File: config.mk
export PLATFORM = sky130hd
export DESIGN_NAME = phase_accumulator_osc
export DESIGN_NICKNAME = d
export VERILOG_FILES = /design/src/verilog/pao_pkg.sv /design/src/verilog/phase_accumulator_osc.sv /design/src/verilog/pulse_shaper.sv
export VERILOG_INCLUDE_DIRS = /design/src /design/src/verilog
export SDC_FILE = /design/constraint.sdc
export NUM_CORES = 1
export LEC_CHECK = 0
export ABC_AREA = 1
export BUFFER_PORTS_ARGS = -buffer_cell sky130_fd_sc_hd__clkbuf_2
export CAP_MARGIN = 30
export CELL_PAD_IN_SITES_DETAIL_PLACEMENT = 0
export CELL_PAD_IN_SITES_GLOBAL_PLACEMENT = 1
export CORE_MARGIN = 2
export CORE_UTILIZATION = 38
export CTS_CLUSTER_DIAMETER = 40
export DETAILED_ROUTE_END_ITERATION = 6
export GPL_TIMING_DRIVEN = 0
export PLACE_DENSITY = 0.8
export SETUP_SLACK_MARGIN = 0.05
export SYNTH_ARGS = -nofsm -noshare
export SYNTH_HDL_FRONTEND = slang
export SYNTH_HIERARCHICAL = 1
export SYNTH_SLANG_ARGS = --single-unit
export TNS_END_PERCENT = 100
File: constraint.sdc
create_clock -name pclk -period 3.1 [get_ports pclk]
set_clock_uncertainty 0.2 [all_clocks]
set_input_delay 0.155 -clock pclk [delete_from_list [all_inputs] [get_ports pclk]]
set_output_delay 0.155 -clock pclk [all_outputs]
set_load 0.02 [all_outputs]
File: src/verilog/pao_defs.svh
/*
 * constants of the phase accumulator oscillator: offsets, fields,
 * reset values. included by the oscillator and shaper design files and the bench top.
 */
`ifndef PAO_DEFS_SVH
`define PAO_DEFS_SVH

// register byte offsets on the bus
`define OFF_CTRL   8'h00
`define OFF_CLK    8'h04
`define OFF_ACCL   8'h08
`define OFF_ACCH   8'h0c
`define OFF_ACCU   8'h10
`define OFF_INCL   8'h14
`define OFF_INCH   8'h18
`define OFF_INCU   8'h1c
`define OFF_IRQ    8'h20

// control register fields
`define CTRL_EN    7
`define CTRL_OUT   5
`define CTRL_POL   4
`define CTRL_PFM   0

// input clock register fields
`define PWS_HI     7
`define PWS_LO     5
`define CKS_HI     2

// irq register fields
`define IRQ_FLAG   0
`define IRQ_IE     1
`define IRQ_PERIPHERAL_IRQ_ENABLE   2
`define IRQ_GIE    3

// clock source codes
`define CKS_FOSC   3'h0
`define CKS_FAST   3'h1
`define CKS_CELL1  3'h2
`define CKS_CELL2  3'h3
`define CKS_CELL3  3'h4
`define CKS_CELL4  3'h5

// reset values and accumulator width
`define INCL_RST   8'h01
`define BYTE_ZERO  8'h00
`define ACC_W      20

`endif

File: src/verilog/pao_pkg.sv
/*
 * shared types of the phase accumulator oscillator.
 * assumes nothing of its surroundings.
 */
package pao_pkg;
    // pulse stretcher states, one-hot
    typedef enum logic [1:0] {
        ST_IDLE   = 2'b01,
        ST_ACTIVE = 2'b10
    } pulse_st_t;
endpackage

File: src/verilog/phase_accumulator_osc.sv
/*
 * phase accumulator oscillator with an apb register slave.
 * assumes a synchronous apb master and clock sources sampled
 * as levels synchronous to pclk.
 */
// Behaviour
// [RULE_01] pulse width code gives 1..128 periods
// [RULE_02] width used only in pulse mode
// [RULE_03] software keeps width below overflow period
// [RULE_04] polarity bit inverts final output
// [RULE_05] polarity change raises interrupt when enabled
// [RULE_06] every overflow sets the flag
// [RULE_07] request needs all four enables set
// [RULE_08] flag held until software clears it
// [RULE_09] reset clears registers, increment low is one
// [RULE_10] keeps running while system sleeps
// [RULE_11] fast oscillator held on when selected; code holds it only while the module is also enabled
// [RULE_12] control bit 7 enables the module
// [RULE_13] control bit 5 shows live output
// [RULE_14] control bit 0 selects pulse mode
// [RULE_15] three-bit field selects the input clock
// [RULE_16] accumulator in three bytes, upper bits zero
// [RULE_17] accumulator bytes read live, not atomic
// [RULE_18] software does not write running accumulator
// [RULE_19] increment moves to shadow on falling edge
// [RULE_20] software writes low increment byte last
// [RULE_21] increment is upper, high, low bytes
// [RULE_22] rising edge adds increment, carry is overflow
// [RULE_23] fixed duty toggles output on overflow
// [RULE_24] pulse goes active right after overflow
// [RULE_25] disabled module loads increment at once
// [RULE_26] disabled module holds accumulator, output idle
`include "pao_defs.svh"

module phase_accumulator_osc (
    // clock, reset, clock enable
    input  wire logic        pclk,
    input  wire logic        presetn,
    input  wire logic        ce,
    // apb slave
    input  wire logic        psel,
    input  wire logic        penable,
    input  wire logic        pwrite,
    input  wire logic [7:0]  paddr,
    input  wire logic [31:0] pwdata,
    output logic      [31:0] prdata,
    output logic             pready,
    output logic             pslverr,
    // input clock sources, levels
    input  wire logic        internal_fast_oscillator,
    input  wire logic        logic_cell_one_output,
    input  wire logic        logic_cell_two_output,
    input  wire logic        logic_cell_three_output,
    input  wire logic        logic_cell_four_output,
    // results
    output logic             osc_out,
    output logic             irq_req,
    output logic             fast_osc_keep_on
);

    logic        en_q;        // module_enable
    logic        pol_q;       // output_polarity
    logic        pfm_q;       // pulse_mode_select
    logic [2:0]  pws_q;       // pulse_width_select
    logic [2:0]  cks_q;       // clock_source_select
    logic [19:0] acc_q;       // accumulator
    logic [7:0]  incl_q;      // increment_low
    logic [7:0]  inch_q;      // increment_high
    logic [3:0]  incu_q;      // increment_upper
    logic [19:0] shadow_q;    // increment_shadow
    logic        pend_q;      // low byte written, awaiting edge
    logic        src_q;       // previous source level
    logic        flag_q;      // overflow_irq_flag
    logic        ie_q;        // overflow_irq_enable
    logic        peripheral_irq_enable_q;      // peripheral_irq_enable
    logic        gie_q;       // global_irq_enable
    logic        out_q;       // output after polarity
    logic        raw_q;       // shaper output
    logic [31:0] rdata_q;     // latched read data

    logic        src;         // selected source level
    logic        tick;        // rising edge of input clock
    logic        fall;        // falling edge of input clock
    logic        carry;       // accumulator_carry
    logic [19:0] sum;         // accumulator plus increment
    logic        ovf;         // overflow strobe
    logic        wr;          // write strobe at access
    logic        rd_setup;    // read in setup phase
    logic [19:0] inc_cat;     // increment_value
    logic        irq_on;      // interrupts enabled

    // true when an offset maps to a register
    function automatic logic hit(input logic [7:0] a);
        case (a)
            `OFF_CTRL, `OFF_CLK, `OFF_ACCL, `OFF_ACCH, `OFF_ACCU,
            `OFF_INCL, `OFF_INCH, `OFF_INCU, `OFF_IRQ:
                hit = 1'b1;
            default:
                hit = 1'b0;
        endcase
    endfunction

    ////////////////////////////////////////////////////////////////
    // bus decode
    assign wr       = ce && psel && penable && pwrite && hit(paddr);
    assign rd_setup = ce && psel && !penable && !pwrite;
    assign pready   = ce;                        // zero wait states
    assign pslverr  = psel && penable && !hit(paddr);
    assign prdata   = rdata_q;

    // increment bytes, most significant first   see [RULE_21]
    assign inc_cat = {incu_q, inch_q, incl_q};
    assign irq_on  = ie_q && peripheral_irq_enable_q && gie_q;

    ////////////////////////////////////////////////////////////////
    // clock source select; reserved codes give no clock
    always_comb
    begin
        src  = 1'b0;
        tick = 1'b0;
        fall = 1'b0;
        case (cks_q)  // see [RULE_15]
            `CKS_FOSC:
            begin
                // system clock: one full period per cycle
                tick = 1'b1;
                fall = 1'b1;
            end
            `CKS_FAST:
                src = internal_fast_oscillator;
            `CKS_CELL1:
                src = logic_cell_one_output;
            `CKS_CELL2:
                src = logic_cell_two_output;
            `CKS_CELL3:
                src = logic_cell_three_output;
            `CKS_CELL4:
                src = logic_cell_four_output;
            default:
                src = 1'b0;
        endcase
        if (cks_q != `CKS_FOSC)
        begin
            tick = src && !src_q;
            fall = !src && src_q;
        end
    end

    // source edge history
    always_ff @(posedge pclk or negedge presetn)
    begin
        if (!presetn)
            src_q <= 1'b0;
        else if (ce)
            src_q <= src;
    end

    ////////////////////////////////////////////////////////////////
    // adder; no sleep input, so sleep never stops it   see [RULE_10]
    assign {carry, sum} = {1'b0, acc_q} + {1'b0, shadow_q};
    assign ovf = en_q && tick && carry;  // see [RULE_22]

    // accumulator; held while disabled   see [RULE_26]
    always_ff @(posedge pclk or negedge presetn)
    begin
        if (!presetn)
            acc_q <= 20'h00000;
        else if (ce)
        begin
            // writes win; running writes are undefined anyway
            if (wr && paddr == `OFF_ACCL)
                acc_q[7:0] <= pwdata[7:0];
            else if (wr && paddr == `OFF_ACCH)
                acc_q[15:8] <= pwdata[7:0];
            else if (wr && paddr == `OFF_ACCU)
                acc_q[19:16] <= pwdata[3:0];
            else if (en_q && tick)
                acc_q <= sum;  // see [RULE_22]
        end
    end

    ////////////////////////////////////////////////////////////////
    // control and clock registers
    always_ff @(posedge pclk or negedge presetn)
    begin
        if (!presetn)
        begin
            en_q  <= 1'b0;  // see [RULE_09]
            pol_q <= 1'b0;
            pfm_q <= 1'b0;
            pws_q <= 3'h0;
            cks_q <= 3'h0;
        end
        else if (wr && paddr == `OFF_CTRL)
        begin
            en_q  <= pwdata[`CTRL_EN];   // see [RULE_12]
            pol_q <= pwdata[`CTRL_POL];
            pfm_q <= pwdata[`CTRL_PFM];  // see [RULE_14]
        end
        else if (wr && paddr == `OFF_CLK)
        begin
            pws_q <= pwdata[`PWS_HI:`PWS_LO];
            cks_q <= pwdata[`CKS_HI:0];
        end
    end

    // increment registers; low byte resets to one, so a
    // freshly reset module still counts   see [RULE_09]
    always_ff @(posedge pclk or negedge presetn)
    begin
        if (!presetn)
        begin
            incl_q <= `INCL_RST;
            inch_q <= `BYTE_ZERO;
            incu_q <= 4'h0;
        end
        else if (wr && paddr == `OFF_INCL)
            incl_q <= pwdata[7:0];
        else if (wr && paddr == `OFF_INCH)
            inch_q <= pwdata[7:0];
        else if (wr && paddr == `OFF_INCU)
            incu_q <= pwdata[3:0];
    end

    ////////////////////////////////////////////////////////////////
    // shadow transfer request; a new write wins over the edge
    always_ff @(posedge pclk or negedge presetn)
    begin
        if (!presetn)
            pend_q <= 1'b0;
        else if (ce)
        begin
            if (wr && paddr == `OFF_INCL && en_q)
                pend_q <= 1'b1;
            else if (fall || !en_q)
                pend_q <= 1'b0;
        end
    end

    // increment shadow
    always_ff @(posedge pclk or negedge presetn)
    begin
        if (!presetn)
            shadow_q <= {12'h000, `INCL_RST};
        else if (ce)
        begin
            if (!en_q)
                shadow_q <= inc_cat;  // see [RULE_25]
            else if (pend_q && fall)
                shadow_q <= inc_cat;  // see [RULE_19]
        end
    end

    ////////////////////////////////////////////////////////////////
    // output shaping
    pulse_shaper u_shaper (
        .pclk    (pclk),
        .presetn (presetn),
        .ce      (ce),
        .en      (en_q),
        .pfm     (pfm_q),
        .pws     (pws_q),
        .tick    (tick),
        .ovf     (ovf),
        .raw_q   (raw_q)
    );

    // final stage: polarity   see [RULE_04]
    always_ff @(posedge pclk or negedge presetn)
    begin
        if (!presetn)
            out_q <= 1'b0;
        else if (ce)
            out_q <= raw_q ^ pol_q;
    end
    assign osc_out = out_q;

    ////////////////////////////////////////////////////////////////
    // interrupt flag and enables; set wins over clear
    always_ff @(posedge pclk or negedge presetn)
    begin
        if (!presetn)
        begin
            flag_q <= 1'b0;
            ie_q   <= 1'b0;
            peripheral_irq_enable_q <= 1'b0;
            gie_q  <= 1'b0;
        end
        else if (ce)
        begin
            if (wr && paddr == `OFF_IRQ)
            begin
                flag_q <= pwdata[`IRQ_FLAG];  // see [RULE_08]
                ie_q   <= pwdata[`IRQ_IE];
                peripheral_irq_enable_q <= pwdata[`IRQ_PERIPHERAL_IRQ_ENABLE];
                gie_q  <= pwdata[`IRQ_GIE];
            end
            if (ovf)
                flag_q <= 1'b1;  // see [RULE_06]
            if (wr && paddr == `OFF_CTRL && irq_on
                && pwdata[`CTRL_POL] != pol_q)
                flag_q <= 1'b1;  // see [RULE_05]
        end
    end

    // request and oscillator hold
    always_ff @(posedge pclk or negedge presetn)
    begin
        if (!presetn)
        begin
            irq_req          <= 1'b0;
            fast_osc_keep_on <= 1'b0;
        end
        else if (ce)
        begin
            irq_req          <= flag_q && en_q && irq_on;  // see [RULE_07]
            fast_osc_keep_on <= en_q && cks_q == `CKS_FAST;  // see [RULE_11]
        end
    end

    ////////////////////////////////////////////////////////////////
    // read data, latched in the setup phase; accumulator is live
    always_ff @(posedge pclk or negedge presetn)
    begin
        if (!presetn)
            rdata_q <= 32'h00000000;
        else if (rd_setup)
        begin
            case (paddr)
                `OFF_CTRL:
                    rdata_q <= {24'h000000, en_q, 1'b0, out_q, pol_q,
                                3'h0, pfm_q};  // see [RULE_13]
                `OFF_CLK:
                    rdata_q <= {24'h000000, pws_q, 2'h0, cks_q};
                `OFF_ACCL:
                    rdata_q <= {24'h000000, acc_q[7:0]};  // see [RULE_17]
                `OFF_ACCH:
                    rdata_q <= {24'h000000, acc_q[15:8]};
                `OFF_ACCU:
                    rdata_q <= {28'h0000000, acc_q[19:16]};  // see [RULE_16]
                `OFF_INCL:
                    rdata_q <= {24'h000000, incl_q};
                `OFF_INCH:
                    rdata_q <= {24'h000000, inch_q};
                `OFF_INCU:
                    rdata_q <= {28'h0000000, incu_q};
                `OFF_IRQ:
                    rdata_q <= {28'h0000000, gie_q, peripheral_irq_enable_q, ie_q, flag_q};
                default:
                    rdata_q <= 32'h00000000;
            endcase
        end
    end

    ////////////////////////////////////////////////////////////////
    // checks
    property p_ovf_flag;
        @(posedge pclk) disable iff (!presetn)
        ce && ovf |=> flag_q;
    endproperty
    a_ovf_flag: assert property (p_ovf_flag) // see [RULE_06]
        else $error("overflow did not set flag");

    property p_flag_hold;
        @(posedge pclk) disable iff (!presetn)
        flag_q && !(wr && paddr == `OFF_IRQ) |=> flag_q;
    endproperty
    a_flag_hold: assert property (p_flag_hold) // see [RULE_08]
        else $error("flag dropped without clear");

    property p_irq_gate;
        @(posedge pclk) disable iff (!presetn)
        ce && !(en_q && ie_q && peripheral_irq_enable_q && gie_q) |=> !irq_req;
    endproperty
    a_irq_gate: assert property (p_irq_gate) // see [RULE_07]
        else $error("request without all enables");

    property p_pol;
        @(posedge pclk) disable iff (!presetn)
        ce |=> out_q == ($past(raw_q) ^ $past(pol_q));
    endproperty
    a_pol: assert property (p_pol) // see [RULE_04]
        else $error("polarity stage wrong");

    property p_add;
        @(posedge pclk) disable iff (!presetn)
        ce && en_q && tick && !wr |=> acc_q == $past(sum);
    endproperty
    a_add: assert property (p_add) // see [RULE_22]
        else $error("accumulator did not add");

    property p_hold;
        @(posedge pclk) disable iff (!presetn)
        !en_q && !wr |=> acc_q == $past(acc_q) && !raw_q;
    endproperty
    a_hold: assert property (p_hold) // see [RULE_26]
        else $error("disabled module moved");

    property p_dis_load;
        @(posedge pclk) disable iff (!presetn)
        ce && !en_q |=> shadow_q == $past(inc_cat);
    endproperty
    a_dis_load: assert property (p_dis_load) // see [RULE_25]
        else $error("shadow not loaded while disabled");

    property p_fall_load;
        @(posedge pclk) disable iff (!presetn)
        ce && en_q && pend_q && fall |=> shadow_q == $past(inc_cat);
    endproperty
    a_fall_load: assert property (p_fall_load) // see [RULE_19]
        else $error("shadow not loaded on falling edge");

    property p_status;
        @(posedge pclk) disable iff (!presetn)
        rd_setup && paddr == `OFF_CTRL |=> prdata[`CTRL_OUT] == $past(out_q);
    endproperty
    a_status: assert property (p_status) // see [RULE_13]
        else $error("status bit not output");

    property p_keep;
        @(posedge pclk) disable iff (!presetn)
        ce |=> fast_osc_keep_on == ($past(en_q) && $past(cks_q) == `CKS_FAST);
    endproperty
    a_keep: assert property (p_keep) // see [RULE_11]
        else $error("fast oscillator hold wrong");

    c_pulse_ovf: cover property (@(posedge pclk) disable iff (!presetn)
        ovf && pfm_q);
    c_irq: cover property (@(posedge pclk) disable iff (!presetn)
        irq_req);
    c_shadow: cover property (@(posedge pclk) disable iff (!presetn)
        en_q && pend_q && fall);

endmodule

File: src/verilog/pulse_shaper.sv
/*
 * output shaper: toggles on overflow or stretches a pulse.
 * assumes tick and ovf are one-cycle strobes of the input clock.
 */
`include "pao_defs.svh"

module pulse_shaper (
    // clock and reset
    input  wire logic       pclk,
    input  wire logic       presetn,
    input  wire logic       ce,
    // control
    input  wire logic       en,
    input  wire logic       pfm,
    input  wire logic [2:0] pws,
    // input clock strobes
    input  wire logic       tick,
    input  wire logic       ovf,
    // shaped output before polarity
    output logic            raw_q
);

    pao_pkg::pulse_st_t st_q;   // stretcher state
    logic [6:0]         cnt_q;  // periods left after this one

    // periods minus one for a width code
    function automatic logic [6:0] width_m1(input logic [2:0] c);
        width_m1 = 7'((8'h01 << c) - 8'h01);
    endfunction

    ////////////////////////////////////////////////////////////////
    // shaping; disabled keeps output inactive
    always_ff @(posedge pclk or negedge presetn)
    begin
        if (!presetn)
        begin
            raw_q <= 1'b0;
            st_q  <= pao_pkg::ST_IDLE;
            cnt_q <= 7'h00;
        end
        else if (ce)
        begin
            if (!en)
            begin
                raw_q <= 1'b0;
                st_q  <= pao_pkg::ST_IDLE;
                cnt_q <= 7'h00;
            end
            else if (!pfm)
            begin
                // fixed duty: width ignored   see [RULE_02]
                st_q <= pao_pkg::ST_IDLE;
                if (ovf)
                    raw_q <= ~raw_q;  // see [RULE_23]
            end
            else if (ovf)
            begin
                // active from this edge   see [RULE_24]
                raw_q <= 1'b1;
                st_q  <= pao_pkg::ST_ACTIVE;
                cnt_q <= width_m1(pws);  // see [RULE_01]
            end
            else if (tick)
            begin
                case (st_q)
                    pao_pkg::ST_IDLE:
                        raw_q <= 1'b0;
                    pao_pkg::ST_ACTIVE:
                    begin
                        // width expired: back to inactive
                        if (cnt_q == 7'h00)
                        begin
                            raw_q <= 1'b0;
                            st_q  <= pao_pkg::ST_IDLE;
                        end
                        else
                            cnt_q <= cnt_q - 7'h01;
                    end
                    default:
                        st_q <= pao_pkg::ST_IDLE;
                endcase
            end
        end
    end

    ////////////////////////////////////////////////////////////////
    // checks
    property p_fdc_toggle;
        @(posedge pclk) disable iff (!presetn)
        ce && en && !pfm && ovf |=> raw_q != $past(raw_q);
    endproperty
    a_fdc_toggle: assert property (p_fdc_toggle) // see [RULE_23]
        else $error("fixed duty output did not toggle");

    property p_width_load;
        @(posedge pclk) disable iff (!presetn)
        ce && en && pfm && ovf |=> raw_q && cnt_q == width_m1($past(pws));
    endproperty
    a_width_load: assert property (p_width_load) // see [RULE_01]
        else $error("pulse width not loaded");

    c_pulse_end: cover property (@(posedge pclk) disable iff (!presetn)
        st_q == pao_pkg::ST_ACTIVE ##1 st_q == pao_pkg::ST_IDLE);

endmodule

==> flow_metrics.env <==
export IMPL_run_status="finished clean"
export IMPL_regArea_um2=2410
export IMPL_synthTopCellsByArea="sky130_fd_sc_hd__dfrtp_1 34%, sky130_fd_sc_hd__nand2_1 20%, sky130_fd_sc_hd__inv_1 5.9%"
export IMPL_die_width_um=138
export IMPL_hold_slack_ps=52.6
export IMPL_sequential_area_share_after_synthesis=0.355
export IMPL_grt_overflow_total=0
export IMPL_dr_total_vias=6350
export IMPL_synth_cells=962
export IMPL_tritoncts="yes"
export IMPL_path_class="flip-flop to flip-flop"
export IMPL_post_drt_via_cell_ratio=4.92
export IMPL_layout_drive_gt1_share=0.196
export IMPL_first_global_vias=5834
export IMPL_grt_max_degree=55
export IMPL_fillers=1766
export IMPL_power_clock_fraction=0.407
export IMPL_post_synth_top_area_cell="sky130_fd_sc_hd__dfrtp_1"
export IMPL_pwr_share_seq=0.462
export IMPL_synth_seq_cells=96
export IMPL_grt_antenna_before_repair=0
export IMPL_syn_to_final_growth_pct=19.3
export IMPL_min_delay_path_depth=4
export IMPL_placedCellCount=1249
export IMPL_drc=0
export IMPL_antenna_violating_nets_left=0
export IMPL_async_sr_flop_fraction=1.00
export IMPL_floorplan_initialDensity=0.390
export IMPL_critPathMaxFanout=6
export IMPL_grtUsageTotal=0.225
export IMPL_dr_first_iter_drc_count=466
export IMPL_detail_route_first_pass_iterations=5
export IMPL_peakVddDrop_uv=375
export IMPL_timing_final_max_slew_violations=0
export IMPL_p_total_uw=2870
export IMPL_syn_mean_instance_area_um2=7.04
export IMPL_finalCriticalPeriod_ps=2950
export IMPL_combPwrFrac=0.131
export IMPL_final_hold_viol_count=0
export IMPL_grt_setup_unrepaired="yes"
export IMPL_maxSlewHeadroom=0.581
export IMPL_last_weighted_congestion_value_of_the_routability_driven_placer=0.885
export IMPL_grt_first_pass_wirelength_mm=31.8
export IMPL_post_synth_num_cell_types=46
export IMPL_period_share=0.951
export IMPL_cp_start_kind="flip-flop"
export IMPL_h_tree_depth=3
export IMPL_path_clk_slew_ps=70
export IMPL_num_antenna_cells=0
export IMPL_cts_root_to_sink_buffers=2
export IMPL_core_region_area_um2=17400
export IMPL_synth_area_um2=6770
export IMPL_buffer_ports_inserted=38
export IMPL_timing_fmax_mhz=339
export IMPL_r2r_cells=21
export IMPL_post_dp_hpwl_mm=15.7
export IMPL_worstMarginPinSlew_ps=629
export IMPL_num_nets_final=1135
export IMPL_synth_edf_count=0
export IMPL_number_of_clock_sinks=96
export IMPL_wl_per_cell_um=15.8
export IMPL_clockRootBuffer="sky130_fd_sc_hd__clkbuf_16"
export IMPL_finalNonFillerCells=1290
export IMPL_io_pins=88
export IMPL_static_leakage_power_uw=0.00445
export IMPL_power_share_switching=0.274
export IMPL_synthesis_yosys_warnings=6
export IMPL_floorplan_die_height_um=138
export IMPL_netlist_area_leader_share=0.344
export IMPL_max_cap_violations=0
export IMPL_powerDensity_nw_per_um2=355
export IMPL_crit_arrival_ps=3000
export IMPL_finalWirelength_mm=20.4
export IMPL_multi_input_comb_area_um2=3910
export IMPL_num_rows=48
export IMPL_die_area_um2=18900
export IMPL_ys_dominant_reg_cell="sky130_fd_sc_hd__dfrtp_1"
export IMPL_hold_path_class="input pin to flip-flop"
export IMPL_required_ps=3150
export IMPL_switching_power_uw=787
export IMPL_intPower_uw=2080
export IMPL_cts_buffers_inserted=9
export IMPL_clkLatencyLatePin_ps=360
export IMPL_worstSetupEndpointType="flip-flop"
export IMPL_timing_final_setup_violations=0
-- per-stage QoR --
stage | worst slack, ps | TNS, ps | cell area [um2] | utilization
final | 152 | 0 | 8080 | 0.466
after global routing | -38.2 | -69.9 | 8080 | 0.466
after CTS | 64.8 | 0 | 7920 | 0.456
after detailed placement | -661 | -3880 | 7360 | 0.424
after global placement | -643 | -3740 | 7330 | 0.423
after floorplan | 69.6 | 0 | 6860 | -
-- metal layers --
metal / GRT usage / wire, um / up-vias
met4: 0.0607 / 258 / 0
met5: 0 / 0 / -
met1: 0.325 / 9930 / 2934
met3: 0.0276 / 868 / 17
met2: 0.356 / 9370 / 160
li1: - / - / 3239
-- cell type report --
type / count / share of cell area
clock buffers: 11 / 0.0300
clock inverters: 5 / 0.00789
inverters: 121 / 0.0574
repair buffers: 64 / 0.0539
plain buffers: 40 / 0.0333
flip-flops and latches: 96 / 0.299
well taps: 225 / 0.0348
multi-input cells: 728 / 0.484
-- layout by cell type, fill, tap and decap left out, drive strengths merged, types with 21 or more instances in the layout --
cell type / n
nand2: 385
inv: 120
dfrtp: 93
o21ai: 73
nand3: 66
nor2: 62
clkbuf: 54
buf: 50
conb: 24
a21oi: 24
ha: 23
nand4: 21
-- critical path, cell delays in order (launching register included) --
cell	delay (ps)
sky130_fd_sc_hd__dfstp_2	560
sky130_fd_sc_hd__ha_4	140
sky130_fd_sc_hd__fa_2	230
sky130_fd_sc_hd__nand3_2	90
sky130_fd_sc_hd__nand3_2	100
sky130_fd_sc_hd__nand2_2	70
sky130_fd_sc_hd__nand2_4	90
sky130_fd_sc_hd__nand2_4	60
sky130_fd_sc_hd__nand2_4	70
sky130_fd_sc_hd__nand2_2	50
sky130_fd_sc_hd__nand2_2	80
sky130_fd_sc_hd__nand2_2	60
sky130_fd_sc_hd__inv_2	80
sky130_fd_sc_hd__clkinv_4	100
sky130_fd_sc_hd__buf_4	140
sky130_fd_sc_hd__buf_4	130
sky130_fd_sc_hd__nand2_1	90
sky130_fd_sc_hd__nand2_2	100
sky130_fd_sc_hd__nor2_4	170
sky130_fd_sc_hd__nand4_1	100
sky130_fd_sc_hd__nand3_1	90
sky130_fd_sc_hd__nand2_1	40
-- final timing paths --
check	slack, ps	start	end
setup reg to reg	150	shadow_q[0]	u_shaper/cnt_q[5]
hold / removal	50	penable	prdata[5]
setup / recovery	150	shadow_q[0]	u_shaper/cnt_q[5]
max in group asynchronous	1820	presetn	acc_q[10]
hold reg to reg	290	u_shaper/cnt_q[5]	u_shaper/cnt_q[5]
min in group asynchronous	170	presetn	incl_q[1]
-- flip-flops by register name (all words and copies together), names as in the netlist, 2 cells and up --
signal,flops
prdata,8
incu_q,4
cks_q,3
u_shaper/st_q,2
shadow_q,20
acc_q,20
u_shaper/cnt_q,7
pws_q,3
incl_q,8
inch_q,8
-- cells by family after synthesis --
| family | synth area share |
|---|---|
| flops | 0.355 |
| fa+ha+maj | 0.0454 |
| xor+xnor | 0.0129 |
| other cells | 0.000554 |
| simple gates | 0.379 |
| buf+inv | 0.107 |
| compound gates | 0.0997 |
-- cells in the mapped netlist, types with 3 or more instances --
master	instances
sky130_fd_sc_hd__nand2_1	361
sky130_fd_sc_hd__inv_1	106
sky130_fd_sc_hd__dfrtp_1	93
sky130_fd_sc_hd__nand3_1	60
sky130_fd_sc_hd__o21ai_0	58
sky130_fd_sc_hd__nor2_1	46
sky130_fd_sc_hd__buf_4	25
sky130_fd_sc_hd__ha_1	23
sky130_fd_sc_hd__a21oi_1	22
sky130_fd_sc_hd__nand4_1	21
sky130_fd_sc_hd__o21ai_1	15
sky130_fd_sc_hd__nand2_2	14
sky130_fd_sc_hd__inv_2	11
sky130_fd_sc_hd__nor2_4	10
sky130_fd_sc_hd__nor3_1	10
sky130_fd_sc_hd__buf_2	8
sky130_fd_sc_hd__nand2_4	8
sky130_fd_sc_hd__o22ai_1	7
sky130_fd_sc_hd__xor2_1	7
sky130_fd_sc_hd__clkbuf_1	5
sky130_fd_sc_hd__o21bai_1	5
sky130_fd_sc_hd__nand3b_1	4
sky130_fd_sc_hd__nor2_8	4
sky130_fd_sc_hd__dfstp_2	3
sky130_fd_sc_hd__nand3_2	3
sky130_fd_sc_hd__nand3_4	3
sky130_fd_sc_hd__xnor2_1	3
-- repair_timing --
item	in CTS	in global routing
resized for setup	15	39
hold endpoints to repair	58	0
hold buffers	11	0
setup buffers	12	2
pin swaps	4	11
endpoints found under the setup margin	10	10
-- power by group through the flow --
| stage | logic [uW] | clock network, uW | registers (uW) |
|---|---|---|---|
| 2_1_floorplan | 235 | 0 | 1330 |
| 3_3_place_gp | 342 | 0 | 1350 |
| 3_5_place_dp | 349 | 0 | 1350 |
| 4_1_cts | 367 | 1190 | 1320 |
| 5_1_grt | 422 | 1230 | 1330 |
| 6_report | 375 | 1170 | 1330 |
Power figures use the tool's default switching activity.
